File: config.mk
export PLATFORM = sky130hd
export DESIGN_NAME = nsec_host
export DESIGN_NICKNAME = d
export VERILOG_FILES = /design/src/rtl/nsec_pkg.sv /design/src/rtl/nsec_host.sv /design/src/rtl/nsec_sync.sv
export VERILOG_INCLUDE_DIRS = /design/src /design/src/rtl
export SDC_FILE = /design/constraint.sdc
export NUM_CORES = 1
export LEC_CHECK = 0
export ABC_AREA = 1
export CAP_MARGIN = 25
export CELL_PAD_IN_SITES_DETAIL_PLACEMENT = 1
export CELL_PAD_IN_SITES_GLOBAL_PLACEMENT = 1
export CORE_MARGIN = 5
export CORE_UTILIZATION = 47
export CTS_CLUSTER_SIZE = 12
export DETAILED_ROUTE_END_ITERATION = 6
export DONT_BUFFER_PORTS = 1
export PLACE_DENSITY_LB_ADDON = 0.05
export SETUP_SLACK_MARGIN = 0.5
export SLEW_MARGIN = 20
export SYNTH_ARGS = -nofsm -noshare
export SYNTH_HDL_FRONTEND = slang
export SYNTH_SLANG_ARGS = --single-unit
export TNS_END_PERCENT = 100
File: constraint.sdc
create_clock -name clk_i -period 3.35 [get_ports clk_i]
set_input_delay 0.67 -clock clk_i [delete_from_list [all_inputs] [get_ports clk_i]]
set_output_delay 0.67 -clock clk_i [all_outputs]
set_load 0.02 [all_outputs]
File: src/rtl/nsec_cfg.svh
`ifndef NSEC_CFG_SVH
`define NSEC_CFG_SVH
// Register offsets (byte addresses, one word each)
`define NSEC_REG_CTRL      8'h00
`define NSEC_REG_STATUS    8'h04
`define NSEC_REG_RESULT    8'h08
`define NSEC_REG_CMD       8'h0C
// Command codes
`define NSEC_CMD_READ      8'h00
`define NSEC_CMD_PROG      8'h10
`define NSEC_CMD_MPROG     8'h11
`define NSEC_CMD_STATUS    8'h70
`define NSEC_CMD_STATUS2   8'h71
`define NSEC_CMD_SERIAL    8'h80
`define NSEC_CMD_COLCHG    8'h85
`define NSEC_CMD_ECCSTAT   8'h7A
`define NSEC_CMD_ID        8'h90
`define NSEC_CMD_RESET     8'hFF
// Control fields
`define NSEC_CTRL_GO_BIT   0
`define NSEC_CTRL_WP_BIT   1
// Status byte fields
`define NSEC_ST_FAIL_BIT   0
`define NSEC_ST_D0_BIT     1
`define NSEC_ST_D1_BIT     2
`define NSEC_ST_REWR_BIT   3
`define NSEC_ST_RDY1_BIT   5
`define NSEC_ST_RDY0_BIT   6
`define NSEC_ST_WPN_BIT    7
// ECC byte fields
`define NSEC_ECC_UNCORR    4'hF
`define NSEC_ECC_MAXCORR   4'h8
// Strobe timing: setup, pulse, hold in cycles of 20 ns
`define NSEC_STROBE_NS     40
`define NSEC_STROBE_CYC    ((`NSEC_STROBE_NS + 19) / 20)
`define NSEC_CTR_W         4
`endif

File: src/rtl/nsec_pkg.sv
package nsec_pkg;
  typedef enum logic [4:0] {
    NSEC_IDLE   = 5'b00001,
    NSEC_SETUP  = 5'b00010,
    NSEC_PULSE  = 5'b00100,
    NSEC_HOLD   = 5'b01000,
    NSEC_DONE   = 5'b10000
  } nsec_state_t;
endpackage

File: src/rtl/nsec_host.sv
// Local design decisions: the register addresses and the Wishbone interface to the registers.
`include "nsec_cfg.svh"

module nsec_host
  import nsec_pkg::*;
(
  // Clock and reset
  input  wire logic        clk_i,
  input  wire logic        rst_i,
  // Wishbone slave
  input  wire logic [7:0]  adr_i,
  input  wire logic [31:0] dat_i,
  output logic [31:0]      dat_o,
  input  wire logic        we_i,
  input  wire logic [3:0]  sel_i,
  input  wire logic        cyc_i,
  input  wire logic        stb_i,
  output logic             ack_o,
  // Flash pins
  output logic             ce_n_o,
  output logic             cle_o,
  output logic             ale_o,
  output logic             write_strobe_n_o,
  output logic             read_strobe_n_o,
  output logic             wp_n_o,
  input  wire logic [7:0]  io_i,
  output logic [7:0]       io_o,
  output logic             io_oe_o,
  input  wire logic        ready_busy_pin_i
);
  import nsec_pkg::*;

  nsec_state_t state, next_state;
  logic [`NSEC_CTR_W-1:0] ctr;
  logic [7:0]  cmd;          // Pending bus cycle: code or value
  logic        op_read;      // 1 = read strobe, 0 = command write
  logic        in_serial;    // After 80h or 85h
  logic        in_status;    // Status output mode active
  logic        busy_err;     // Refused command: unknown code, before first ready, while busy or after 80h
  logic        boot_done;    // First ready seen after power-on
  logic [7:0]  result;
  logic        wp_ctl;
  logic [7:0]  io_s;
  logic        rb_s;

  // Pin inputs pass two flops
  genvar g;
  generate
    for (g = 0; g < 8; g++) begin : g_io
      nsec_sync u_io (.clk_i(clk_i), .rst_i(rst_i), .d_i(io_i[g]), .q_o(io_s[g]));
    end
  endgenerate
  nsec_sync u_rb (.clk_i(clk_i), .rst_i(rst_i), .d_i(ready_busy_pin_i), .q_o(rb_s));

  // Bus decode
  wire bus_req   = cyc_i & stb_i & ~ack_o;
  wire wr_ctrl   = bus_req & we_i & sel_i[0] & (adr_i == `NSEC_REG_CTRL);
  wire wr_cmd    = bus_req & we_i & sel_i[0] & (adr_i == `NSEC_REG_CMD);
  wire is_rd_op  = dat_i[8];
  wire idle      = (state == NSEC_IDLE);
  wire ready     = rb_s;

  // Command filter: only listed codes are ever driven onto the pins with io_oe_o high
  wire [7:0] c = dat_i[7:0];
  wire known = (c == `NSEC_CMD_READ) | (c == `NSEC_CMD_PROG) | (c == `NSEC_CMD_MPROG) |
               (c == `NSEC_CMD_STATUS) | (c == `NSEC_CMD_STATUS2) |
               (c == `NSEC_CMD_SERIAL) | (c == `NSEC_CMD_COLCHG) |
               (c == `NSEC_CMD_ECCSTAT) | (c == `NSEC_CMD_ID) |
               (c == `NSEC_CMD_RESET);
  wire busy_ok = (c == `NSEC_CMD_STATUS) | (c == `NSEC_CMD_STATUS2) |
                 (c == `NSEC_CMD_RESET);
  wire ser_ok  = (c == `NSEC_CMD_COLCHG) | (c == `NSEC_CMD_PROG) |
                 (c == `NSEC_CMD_MPROG) | (c == `NSEC_CMD_RESET);
  wire cmd_ok  = known & ((ready & boot_done) | busy_ok)
                 & (~in_serial | ser_ok);
  wire launch  = wr_cmd & idle & (is_rd_op | cmd_ok);
  wire refuse  = wr_cmd & idle & ~is_rd_op & ~cmd_ok;

  // Request as seen at the launch edge itself; latched copies lag one cycle,
  // which would put the previous code on the pins in the first setup cycle
  wire       next_op_read = launch ? is_rd_op : op_read;
  wire [7:0] next_cmd     = launch ? c : cmd;

  // Decoded status fields of the last read byte
  wire st_fail   = result[`NSEC_ST_FAIL_BIT] & result[`NSEC_ST_RDY0_BIT];
  wire st_d_or   = result[`NSEC_ST_D0_BIT] | result[`NSEC_ST_D1_BIT];
  wire st_rewr   = result[`NSEC_ST_REWR_BIT];
  wire st_rdy    = result[`NSEC_ST_RDY0_BIT] & result[`NSEC_ST_RDY1_BIT];
  wire st_wpn    = result[`NSEC_ST_WPN_BIT];
  wire ecc_unc   = (result[3:0] == `NSEC_ECC_UNCORR);
  wire ecc_cnt   = (result[3:0] <= `NSEC_ECC_MAXCORR);
  wire [3:0] ecc_sec = result[7:4];

  // Feature fields when the last read byte was an ID byte; software picks
  // which byte it fetched, so both decodes are offered side by side
  wire [1:0] id_page   = result[1:0];
  wire [1:0] id_blk    = result[5:4];
  wire       id_wide   = result[6];
  wire [1:0] id_planes = result[3:2];
  wire       id_ecc    = result[7];

  // Strobe sequencer
  always_comb begin
    next_state = state;
    case (state)
      NSEC_IDLE:  if (launch) next_state = NSEC_SETUP;
      NSEC_SETUP: if (ctr == '0) next_state = NSEC_PULSE;
      NSEC_PULSE: if (ctr == '0) next_state = NSEC_HOLD;
      NSEC_HOLD:  if (ctr == '0) next_state = NSEC_DONE;
      NSEC_DONE:  next_state = NSEC_IDLE;
      default:    next_state = NSEC_IDLE;
    endcase
  end

  always_ff @(posedge clk_i) begin
    if (rst_i) begin
      state <= NSEC_IDLE;
      ctr   <= '0;
    end else begin
      state <= next_state;
      if (next_state != state)
        ctr <= `NSEC_CTR_W'(`NSEC_STROBE_CYC - 1);
      else if (ctr != '0)
        ctr <= ctr - 1'b1;
    end
  end

  // Pin drive; read strobe re-samples status each time
  always_ff @(posedge clk_i) begin
    if (rst_i) begin
      ce_n_o           <= 1'b1;
      cle_o            <= 1'b0;
      ale_o            <= 1'b0;
      write_strobe_n_o <= 1'b1;
      read_strobe_n_o  <= 1'b1;
      io_o             <= 8'h00;
      io_oe_o          <= 1'b0;
    end else begin
      ce_n_o           <= (next_state == NSEC_IDLE);
      cle_o            <= (next_state != NSEC_IDLE) & ~next_op_read;
      io_oe_o          <= (next_state != NSEC_IDLE) & ~next_op_read;
      io_o             <= next_cmd;
      write_strobe_n_o <= ~((next_state == NSEC_PULSE) & ~op_read);
      read_strobe_n_o  <= ~((next_state == NSEC_PULSE) & op_read);
      ale_o            <= 1'b0;
    end
  end

  // Request latch, mode tracking, result capture
  always_ff @(posedge clk_i) begin
    if (rst_i) begin
      cmd       <= 8'h00;
      op_read   <= 1'b0;
      in_serial <= 1'b0;
      in_status <= 1'b0;
      busy_err  <= 1'b0;
      boot_done <= 1'b0;
      result    <= 8'h00;
      wp_ctl    <= 1'b0;
      wp_n_o    <= 1'b0;
    end else begin
      wp_n_o <= wp_ctl;
      if (wr_ctrl)
        wp_ctl <= dat_i[`NSEC_CTRL_WP_BIT];
      if (ready)
        boot_done <= 1'b1;
      if (launch) begin
        cmd     <= c;
        op_read <= is_rd_op;
        if (!is_rd_op) begin
          in_serial <= (c == `NSEC_CMD_SERIAL) | (c == `NSEC_CMD_COLCHG);
          in_status <= (c == `NSEC_CMD_STATUS) | (c == `NSEC_CMD_STATUS2);
          if (c == `NSEC_CMD_RESET)
            in_serial <= 1'b0;
        end
      end
      if (refuse)
        busy_err <= 1'b1;
      else if (wr_ctrl && dat_i[`NSEC_CTRL_GO_BIT])
        busy_err <= 1'b0;
      if (state == NSEC_HOLD && op_read && ctr == '0)
        result <= io_s;
    end
  end

  // Register read mux
  wire [31:0] rd_status = {21'h0, ecc_cnt, ecc_unc, st_wpn, st_rdy, st_rewr,
                           st_d_or, st_fail, in_status, in_serial, busy_err, ~idle};
  wire [31:0] rd_result = {12'h0, id_ecc, id_planes, id_wide, id_blk, id_page,
                           ecc_sec, result};
  wire [31:0] rd_mux = (adr_i == `NSEC_REG_CTRL)   ? {30'h0, wp_ctl, 1'b0} :
                       (adr_i == `NSEC_REG_STATUS) ? rd_status :
                       (adr_i == `NSEC_REG_RESULT) ? rd_result :
                       (adr_i == `NSEC_REG_CMD)    ? {24'h0, cmd} : 32'h0;

  // One-cycle Wishbone acknowledge
  always_ff @(posedge clk_i) begin
    if (rst_i) begin
      ack_o <= 1'b0;
      dat_o <= 32'h0;
    end else begin
      ack_o <= bus_req;
      dat_o <= rd_mux;
    end
  end
endmodule // nsec_host

File: src/rtl/nsec_sync.sv
// Two-stage synchroniser for one pin level
module nsec_sync (
  // Clock and reset
  input  wire logic clk_i,
  input  wire logic rst_i,
  // Level
  input  wire logic d_i,
  output logic      q_o
);
  logic meta;

  // First stage feeds only the second
  always_ff @(posedge clk_i) begin
    if (rst_i) begin
      meta <= 1'b0;
      q_o  <= 1'b0;
    end else begin
      meta <= d_i;
      q_o  <= meta;
    end
  end
endmodule // nsec_sync

# Word-level counts from Yosys, hierarchy flattened
# Cells that the tools add are included.
# totals
inputBits,58
mem_count,0
ramBits,0
word_cells,137
reg_bits,87
romBits,0
output_inout_bits,48
latch_bits,0
# classes
n_lt_le_gt_ge,1
reduce_logical,14
mux,15
n_addsub,1
div_mod_pow,0
shifts,0
multipliers,0
bitwise_logic,46
n_eq_ne,21
# ops
op,n
$eq 8x8->1 const B,4
$eq 8x7->1 const B,3
$mux 20,1
$mux 5,4
$pmux 5 s4,1
$or 1x1->1,19
$and 1x1->1,18
$eq 8x4->1 const B,2
$eq 8x5->1 const B,2
$logic_not 8->1,2
$mux 11,1
$eq 5x1->1 const B,2
$eq 5x3->1 const B,2
$not 1->1,9
$eq 8x3->1 const B,1
$mux 8,1
$mux 1,6
$eq 5x2->1 const B,1
$eq 5x4->1 const B,1
$ne 5x1->1 const B,1
$ne 5x5->1,1
$eq 4x4->1 const B,1
$le 4x4->1 const B,1
$logic_not 4->1,1
other kinds (9),13

# Logic depth before layout (Yosys ltp)
# Gate-level depths: netlist of the first run.
# depth
depth_word,19
depth_mapped,16
ltp_nobuf,16

# Cells and area by module
# Synthesis of the first run repeated with hierarchy kept, for this count alone.
# hier_totals
cells_unflattened,390
area_unflattened_um2,3029.2
# modules_own_cells
mod,area_per_inst_um2,n_inst,seq_area_each_um2,cells_each
nsec_host,2533.7,1,1121.1,336
nsec_sync,55.1,9,40.0,6

# Worst setup path after synthesis of the first run
# OpenSTA, ideal clock, no wires.
# synth_path
path_type,in2reg
start,input dat_i[5]
end,register in_serial
path_buffers,1
setup_slack_ns,1.464
cell_stages,12
t_required_ns,3.231
arrival_ns,1.767
setup_ns,0.119
cell_sequence,nor2_2 -> nand2_1 -> or2_1 -> nor2_2 -> nor2_1 -> nand2_1 -> nand2_2 -> nand2_4 -> nand2_4 -> buf_6 -> o21ai_1 -> a21oi_1
# synth_between
elab_chain_cells,15
elab_cells_between_ends,33
cone_classes,eq/ne: 9; mux: 1; bitwise: 21; reduce/logical: 2
# synth_lines
element,line_no,source
start: declaration,nsec_host.sv:12,"input wire logic [31:0] dat_i,"
$eq 8x5->1 (no line) / $logic_not 8->1 (equally long branches),n/a,
$or 1x1->1 (9 in series),nsec_host.sv:65,wire known = (c == `NSEC_CMD_READ) | (c == `NSEC_CMD_PROG) | (c == `NSEC_CMD_MPROG) |
$and 1x1->1,nsec_host.sv:74,wire cmd_ok = known & ((ready & boot_done) | busy_ok)
$and 1x1->1,nsec_host.sv:75,& (~in_serial | ser_ok);
$or 1x1->1,nsec_host.sv:76,wire launch = wr_cmd & idle & (is_rd_op | cmd_ok);
$and 1x1->1,nsec_host.sv:76,
$reduce_and 2->1 (no line),n/a,
end signal: assignment,nsec_host.sv:171,in_serial <= (c == `NSEC_CMD_SERIAL) | (c == `NSEC_CMD_COLCHG);
end: declaration,nsec_host.sv:37,logic in_serial;
# Parallel ways exist; a longest one is shown, timed or not.
# A chain may end at the register's enable or synchronous reset.

# Worst setup path in the final report of the first run
# layout_path
start,input adr_i[1]
end,register dat_o[12]
# layout_between
elab_chain_cells,2
elab_cells_between_ends,5
cone_classes,eq/ne: 2; mux: 1; reduce/logical: 2
# layout_lines
element,line_no,source
start: declaration,nsec_host.sv:11,"input wire logic [7:0] adr_i,"
$eq 8x3->1 (no line) (tied with other cells),n/a,
$reduce_or 3->1 (no line) / $mux 20 (equally long branches),n/a,
end signal: assignment,nsec_host.sv:203,dat_o <= rd_mux;
end: declaration,nsec_host.sv:13,"output logic [31:0] dat_o,"
# Parallel ways exist; a longest one is shown, timed or not.

==> metrics.txt, run 1 <==
clock buffer depth 2; share of cells above drive strength 1 0.108; leading area contributor after synthesis dfxtp_1; CTS clock-pin slew for the worst setup and hold paths 0.08 ns; P_int 0.00133 W; Critical R2R Capture ctr[2]$_SDFFE_PP0N_; Overall Global Routing Usage 0.170; largest cells by area after synthesis dfxtp_1, nor2_1, inv_1, o21ai_0, nand2_1; min Tclk post-route 1.99 ns; PwrDens 561 mW/mm^2; antenna violations before repair 0; final WL 6960 um; Final Util 0.511; crit end category flop; clock sink total 74; final worst path period share 0.595; Avg Inst Size Synth 7.83 um^2; core box area 0.00639 mm^2; Die H 91.0 um; DR vias/cell 5.03; RSZ-0062 raised after global routing no; crit path kind in2reg; Initial Util 0.483; hold crit path type in2reg; Area Overhead vs Synth 5.63%; Hold EP cmd[1]$_SDFFE_PP0P_; Clk Latency, worst-skew pair 0.36 ns; worst vdd ir 0.456 mV; Clock Skew 0.0140 ns; cell count after synthesis 394; vias in the first global route 2313; # fillers 809; global-route wire length before repair 11400 um; Placer Congestion 0.869; NetSw 0.000499 W; post_cts resized 0; DR pass1 iterations 4; WHS Path Cells 1; die footprint 0.00829 mm^2; Lkg Pwr 1.40 nW; Setup violations, final 0; Seq pwr share 0.507; Synth async-reset ratio 0; Max Cap Viol 0; Core Rows 29; CP max FO 11; number of antenna-violating nets in the routed design 0; Least-Margin Pin Slew 0.737 ns; cts bufs inserted 9; worst r2r src ctr[0]$_SDFFE_PP0P_; Critical Path AT 2.24 ns; # Post-CTS Setup Buffers 0; top cell type's share of synthesized area 0.480; Placed Cells 460; Net Sw Frac 0.273; Post-synth EDFFs 0; dpl hpwl 5270 um; CTS root buf clkbuf_8; FF+latch count, synth 74; Worst Min Path Start rst_i; drt initial violations 57; Final Slew Violations 0; Post-Syn Area 0.00309 mm^2; Hold Buf Count CTS 0; htree depth 3; GRT overflow 0; Yosys cell types 39; Startpoint Class input port; Max Clk Rate 502 MHz; Clk pwr share 0.376; Final Hold Viols 0; Die Width 91.0 um; worst path required time 3.59 ns; Worst Reg-to-Reg Cells 10; top post-synthesis cells by count dfxtp_1, nor2_1, inv_1, nand2_1, o21ai_0; I/O Pins 106; DRC viols 0; Port Buffers 0; pin count of the biggest net entering global routing 33; Combinational Power Share 0.117; worst rel slew slack 0.507; total power 0.00183 W; CTS tree yes; final instance count without filler cells 476; Yosys warning count 0; final net count 453; outcome finished clean; routed vias 2394; ANT cells 0; R2R Setup Slk 1.38 ns; ys flop type dfxtp_1; Sum Neg Setup Slack 0 ns; Seq/Total Area, Yosys 0.480; wire length per cell 14.6 um
## per-stage QoR
stage                     area (um^2)  hold slack [ns]  setup slack [ns]
after floorplan                  3130            0.365              1.46
after global placement           3070            0.376              1.06
after detailed placement         3070            0.385              1.02
after CTS                        3260            0.365              1.37
after global routing             3260            0.368              1.05
final                            3260            0.390              1.36
## worst max-delay path, cell delays in order
cell and delay, ns:
nor2_1 0.22, inv_2 0.11, nor4_1 0.50, nor2_1 0.33
nand2_1 0.32, nor2_1 0.09
## power groups by stage
stage	Clock (W)	Combinational, W	Sequential (W)
3_3_place_gp	0	0.000209	0.000948
2_1_floorplan	0	0.000199	0.000945
4_1_cts	0.000704	0.000220	0.000928
3_5_place_dp	0	0.000218	0.000949
5_1_grt	0.000740	0.000248	0.000933
6_report	0.000687	0.000214	0.000928
## flip-flops by register name, indices dropped and copies added, names as in the netlist
signal and flops:
dat_o 19, cmd 8, g_io.u_io.meta 8, g_io.u_io.q_o 8, result 8, state 5, ctr 4, ack_o 1
boot_done 1, busy_err 1, ce_n_o 1, in_serial 1, in_status 1, io_oe_o 1, op_read 1, read_strobe_n_o 1
u_rb.meta 1, u_rb.q_o 1, wp_ctl 1, wp_n_o 1, write_strobe_n_o 1
## per-layer routing
metal | GRT usage | wire [um] | vias to the layer above
met2 | 0.260 | 3010 | 78
met1 | 0.218 | 3270 | 1079
li1 | - | - | 1227
met3 | 0.0570 | 555 | 10
met5 | 0 | 0 | -
met4 | 0.0733 | 123 | 0
## kinds of logic (layout without fill, tap and decap cells)
logic type,count (synthesis),count (layout),share of synthesized area
fa+ha+maj,1,1,0.00405
buf+inv,89,82,0.133
xor+xnor,2,2,0.00568
simple gates,156,156,0.242
other cells,1,13,0.00121
compound gates,71,71,0.134
flops,74,74,0.480
## layout by cell type (no fill, tap or decap), drive strengths merged
cell type / n
clkinv: 3
dfxtp: 74
ha: 1
or2: 4
bufinv: 1
a31oi: 2
o211ai: 3
nor4: 4
a211oi: 2
o31ai: 1
nor3: 3
o221ai: 2
nor2: 80
inv: 67
nand2: 44
o21ai: 32
conb: 13
a21oi: 26
nand3: 12
clkinvlp: 1
a221oi: 1
a2111oi: 1
nand4: 9
xor2: 2
clkbuf: 10
o22ai: 1
## area by class of cell
type,instances,area (um^2),share of cell area
Sequential cell,74,1480,0.454
Multi-Input combinational cell,243,1240,0.380
Inverter,66,250,0.0767
Clock buffer,10,128,0.0391
Tap cell,77,96.3,0.0295
Clock inverter,6,65.1,0.0200
## worst max-delay path by stage
stage,startpoint,endpoint,slack [ns],cells past startpoint
2_1_floorplan,dat_i[5],in_serial$_SDFFE_PP0P_,1.46,12
3_3_place_gp,adr_i[1],dat_o[12]$_SDFF_PP0_,1.06,6
3_5_place_dp,adr_i[1],dat_o[12]$_SDFF_PP0_,1.02,6
4_1_cts,ctr[0]$_SDFFE_PP0P_,ctr[2]$_SDFFE_PP0N_,1.37,10
5_1_grt,ctr[0]$_SDFFE_PP0P_,result[3]$_SDFFE_PP0P_,1.05,11
6_report,adr_i[1],dat_o[12]$_SDFF_PP0_,1.36,6
(Power assumes the default switching activity.)
==> run 2, diff against run 1 <==
CORE_UTILIZATION = 44   (was 47)
clock period = 1.98 ns   (was 3.35 ns; I/O delays follow)
==> metrics.txt, run 2 (synthesized netlist as in run 1, its figures left out) <==
crit end category flop; Initial Util 0.454; number of antenna-violating nets in the routed design 0; DRC viols 0; setup ws final 0.224 ns; antenna violations before repair 0; PwrDens 892 mW/mm^2; Die Width 93.8 um; worst path required time 2.22 ns; Critical Path AT 2.00 ns; post-place setup slack 0.0708 ns; Sum Neg Setup Slack 0 ns; Hold Buf Count CTS 0; core box area 0.00679 mm^2; Die H 93.8 um; die footprint 0.00879 mm^2; Lkg Pwr 1.52 nW; drt initial violations 76; DR pass1 iterations 4; share of cells above drive strength 1 0.250; min Tclk post-route 1.76 ns; DR vias/cell 4.92; clock buffer depth 2; max reg flops 19; routing usage on met3 0.0481; Reg with most FFs dat_o; GRT overflow 0; Final Slew Violations 0; htree depth 3; Placer Congestion 0.816; most common cell after layout, fill and taps aside dfxtp_1; worst vdd ir 0.611 mV; ANT cells 0; GR Util met1 0.220; CTS root buf clkbuf_8; Least-Margin Pin Slew 0.547 ns; CTS clock-pin slew for the worst setup and hold paths 0.08 ns; Final Hold Viols 0; final worst path period share 0.887; # fillers 848; Area Overhead vs Synth 17.7%; met2 GRT Util 0.297; Max Cap Viol 0; most frequent cells in the layout dfxtp_1, nor2_1, inv_1; Setup violations, final 0; cts bufs inserted 9; routed vias 2558; CP max FO 5; Port Buffers 0; Overall Global Routing Usage 0.180; Max Clk Rate 569 MHz; Clock Skew 0.00822 ns; wire length per cell 15.1 um; global-route wire length before repair 12200 um; final WL 7830 um; CTS tree yes; I/O Pins 106; clock sink total 74; vias in the first global route 2485; worst rel slew slack 0.635; dpl hpwl 5590 um; crit path kind reg2reg; pin count of the biggest net entering global routing 33; Clk Latency, worst-skew pair 0.35 ns; RSZ-0062 raised after global routing yes; GRT Max-Usage Layer met2; outcome finished clean; Startpoint Class flop; final net count 478; Core Rows 30; hold crit path type in2reg
-- run 2: changes by cell type in the layout (fill, tap and decap cells not counted), moves of 6 or more --
cell / previous run / this run
o21ai_0: 30 / 20
inv_2: 4 / 10
buf_4: 0 / 24
inv_1: 61 / 53
nor2_4: 3 / 9
nor2_1: 74 / 61
dfxtp_1: 74 / 67
o21ai_1: 2 / 12
nor2_2: 3 / 10
-- run 2: area by class of cell --
class                           count  area [um^2]  share of cell area
Clock inverter                      6         40.0              0.0110
Clock buffer                       10          138              0.0379
Tap cell                           96          120              0.0331
Inverter                           66          255              0.0703
Timing Repair Buffer               25          191              0.0527
Multi-Input combinational cell    243         1390               0.383
Sequential cell                    74         1500               0.412
-- run 2: per-layer routing --
metal / part of all wire / vias to the layer above
met5: 0 / -
met1: 0.44 / 1208
li1: - / 1277
met4: 0.014 / 0
met3: 0.059 / 9
met2: 0.49 / 64
-- run 2: where the power goes --
part           leakage (nW)  total (W)  internal [W]  switching, W
clock network        0.0924    0.00105      0.000488      0.000566
logic                 0.825   0.000612      0.000265      0.000347
registers             0.604    0.00157       0.00154     0.0000325
total                  1.52    0.00324       0.00229      0.000945
-- run 2: worst max-delay path: stages (launching register included) --
cell and delay [ns]:
dfxtp_2 0.34, inv_2 0.05, ha_4 0.16, nand2_4 0.06
nor2_4 0.05, or2_1 0.24, a21oi_2 0.14, nand3_1 0.10
a21oi_2 0.15, buf_4 0.13, nand4_1 0.09, nand2_1 0.08
inv_1 0.05
-- run 2: through the flow --
stage	hold slack [ns]	instance area [um^2]	utilization	power [W]	cells
after floorplan	0.365	3160	-	0.00196	406
after global placement	0.376	3150	0.464	0.00198	484
after detailed placement	0.382	3150	0.464	0.00199	484
after CTS	0.102	3480	0.512	0.00314	510
after global routing	0.0956	3630	0.535	0.00339	520
final	0.119	3630	0.535	0.00324	520
-- run 2: repair_timing --
item                       CTS  global route
gates resized for setup     23            24
pin swaps                   17            16
cloned                       0             0
buffers inserted            10            10
setup endpoints to repair   34            41
-- run 2: final timing paths --
kind,from,end,slack [ns],depth (start not counted)
worst min-delay path,rst_i,cmd[1]$_SDFFE_PP0P_,0.12,1
worst min register to register,op_read$_SDFF_PP0_,read_strobe_n_o$_SDFF_PP1_,0.40,1
worst max register to register,ctr[0]$_SDFFE_PP0P_,ctr[0]$_SDFFE_PP0P_,0.22,12
worst max-delay path,ctr[0]$_SDFFE_PP0P_,ctr[0]$_SDFFE_PP0P_,0.22,12
==> run 3, diff against run 2 <==
==> constraint.sdc (replaced) <==
create_clock -name clk_i -period 1.98 [get_ports clk_i]
set_input_delay 0.297 -clock clk_i [delete_from_list [all_inputs] [get_ports clk_i]]
set_output_delay 0.297 -clock clk_i [all_outputs]
set_load 0.02 [all_outputs]
==> metrics.txt, run 3 (synthesized netlist as in run 1, its figures left out) <==
outcome finished clean; routed vias 2609; dpl cell area 0.00315 mm^2; Lkg Pwr 1.58 nW; Clock Skew 0.00597 ns; crit path kind reg2reg; Port Buffers 0; drt initial violations 83; DR vias/cell 4.96; CP max FO 4; final WL 8360 um; core box area 0.00679 mm^2; DR pass1 iterations 4; vias in the first global route 2570; Reg with most FFs dat_o; CTS tree yes; final net count 484; RSZ-0062 raised after global routing yes; ANT cells 0; CP Cell Sequence nor2_4, buf_4, nand4_1, o21ai_2, o31ai_2, nand3_1, a21oi_2, nand4_1, nor2_1; Final Hold Viols 0; cell family with most CP delay simple AND/OR/NAND/NOR gates; Initial Util 0.454; wire length per cell 15.9 um; Least-Margin Pin Slew 0.667 ns; cell mode on critical path nand4_1; Startpoint Class flop; number of antenna-violating nets in the routed design 0; Area Overhead vs Synth 20.7%; clock sink total 74; share of cells above drive strength 1 0.244; Setup violations, final 0; GRT overflow 0; global-route wire length before repair 12300 um; Placer Congestion 0.788; most frequent cells in the layout dfxtp_1, nor2_1, inv_1; worst vdd ir 0.400 mV; pin count of the biggest net entering global routing 33; hold crit path type in2reg; Overall Global Routing Usage 0.182; htree depth 3; crit path buf inv count 1; Placed Cells 484; final instance count without filler cells 526; Critical Path AT 1.96 ns; CTS root buf clkbuf_8; Design Area, Final 0.00373 mm^2; total power 0.00337 W; max reg flops 19; Clk Latency, worst-skew pair 0.34 ns; min Tclk post-route 1.68 ns; Max Cap Viol 0; most common cell after layout, fill and taps aside dfxtp_1; I/O Pins 106; DRC viols 0; final worst path period share 0.849; Final Slew Violations 0; cts bufs inserted 9; antenna violations before repair 0; CP peak stage delay 0.45 ns; PwrDens 906 mW/mm^2; Max Clk Rate 595 MHz; CTS clock-pin slew for the worst setup and hold paths 0.07 ns; clock buffer depth 2; worst path required time 2.26 ns; crit end category flop; Sum Neg Setup Slack 0 ns; worst rel slew slack 0.554; Die H 93.8 um; critical path's slowest cell dfxtp_1; dpl hpwl 5670 um; die footprint 0.00879 mm^2; Core Rows 30; Die Width 93.8 um
==> run 3: changes by cell type in the layout (fill, tap and decap cells not counted), moves of 2 or more <==
cell / change
nor2_2: -4
nor2_1: +3
o21ai_1: -7
dfxtp_4: -2
inv_4: -2
clkinv_2: -3
nand2_4: +3
buf_6: +4
buf_4: -2
o21ai_2: +2
nand3_2: -2
dlygate4sd3_1: +3
o21ai_0: +5
==> run 3: per-stage QoR <==
stage	utilization	hold slack [ns]	worst slack, ns
floorplan	-	0.365	0.376
global placement	0.464	0.373	0.219
detailed placement	0.464	0.377	0.173
CTS	0.521	0.00523	0.296
global route	0.548	0.00702	0.183
finish	0.548	0.0277	0.299
==> run 3: routing by layer <==
layer,GRT usage,vias up,share of wire
met1,0.209,1224,0.43
li1,-,1293,-
met2,0.310,72,0.48
met4,0.0650,0,0.022
met5,0,-,0
met3,0.0649,20,0.068
==> run 3: area by class of cell <==
cell class | count | area [um^2]
Fill cell | 835 | 3070
Sequential cell | 74 | 1490
Multi-Input combinational cell | 244 | 1400
Inverter | 66 | 255
Timing Repair Buffer | 30 | 251
Clock buffer | 11 | 141
Tap cell | 96 | 120
Clock inverter | 5 | 62.6
==> run 3: what timing repair did <==
item,4_1_cts,5_1_grt
pin swaps,14,18
hold buffers,0,3
hold endpoints to repair,0,11
endpoints found under the setup margin,29,41
setup buffers,14,8
resized for setup,22,28
cloned,1,0
==> run 3: path summary, 6_finish.rpt <==
kind,end,slack [ns],cells after the start,startpoint
min,state[2]$_SDFF_PP0_,0.03,1,rst_i
max,ctr[1]$_SDFFE_PP0N_,0.30,9,state[3]$_SDFF_PP0_
min reg2reg,read_strobe_n_o$_SDFF_PP1_,0.40,1,op_read$_SDFF_PP0_
max reg2reg,ctr[1]$_SDFFE_PP0N_,0.30,9,state[3]$_SDFF_PP0_
==> run 3: power by group <==
part / total, W / internal [W] / switching (W)
Sequential: 0.00157 / 0.00154 / 0.0000317
Clock: 0.00119 / 0.000623 / 0.000563
Combinational: 0.000613 / 0.000274 / 0.000340
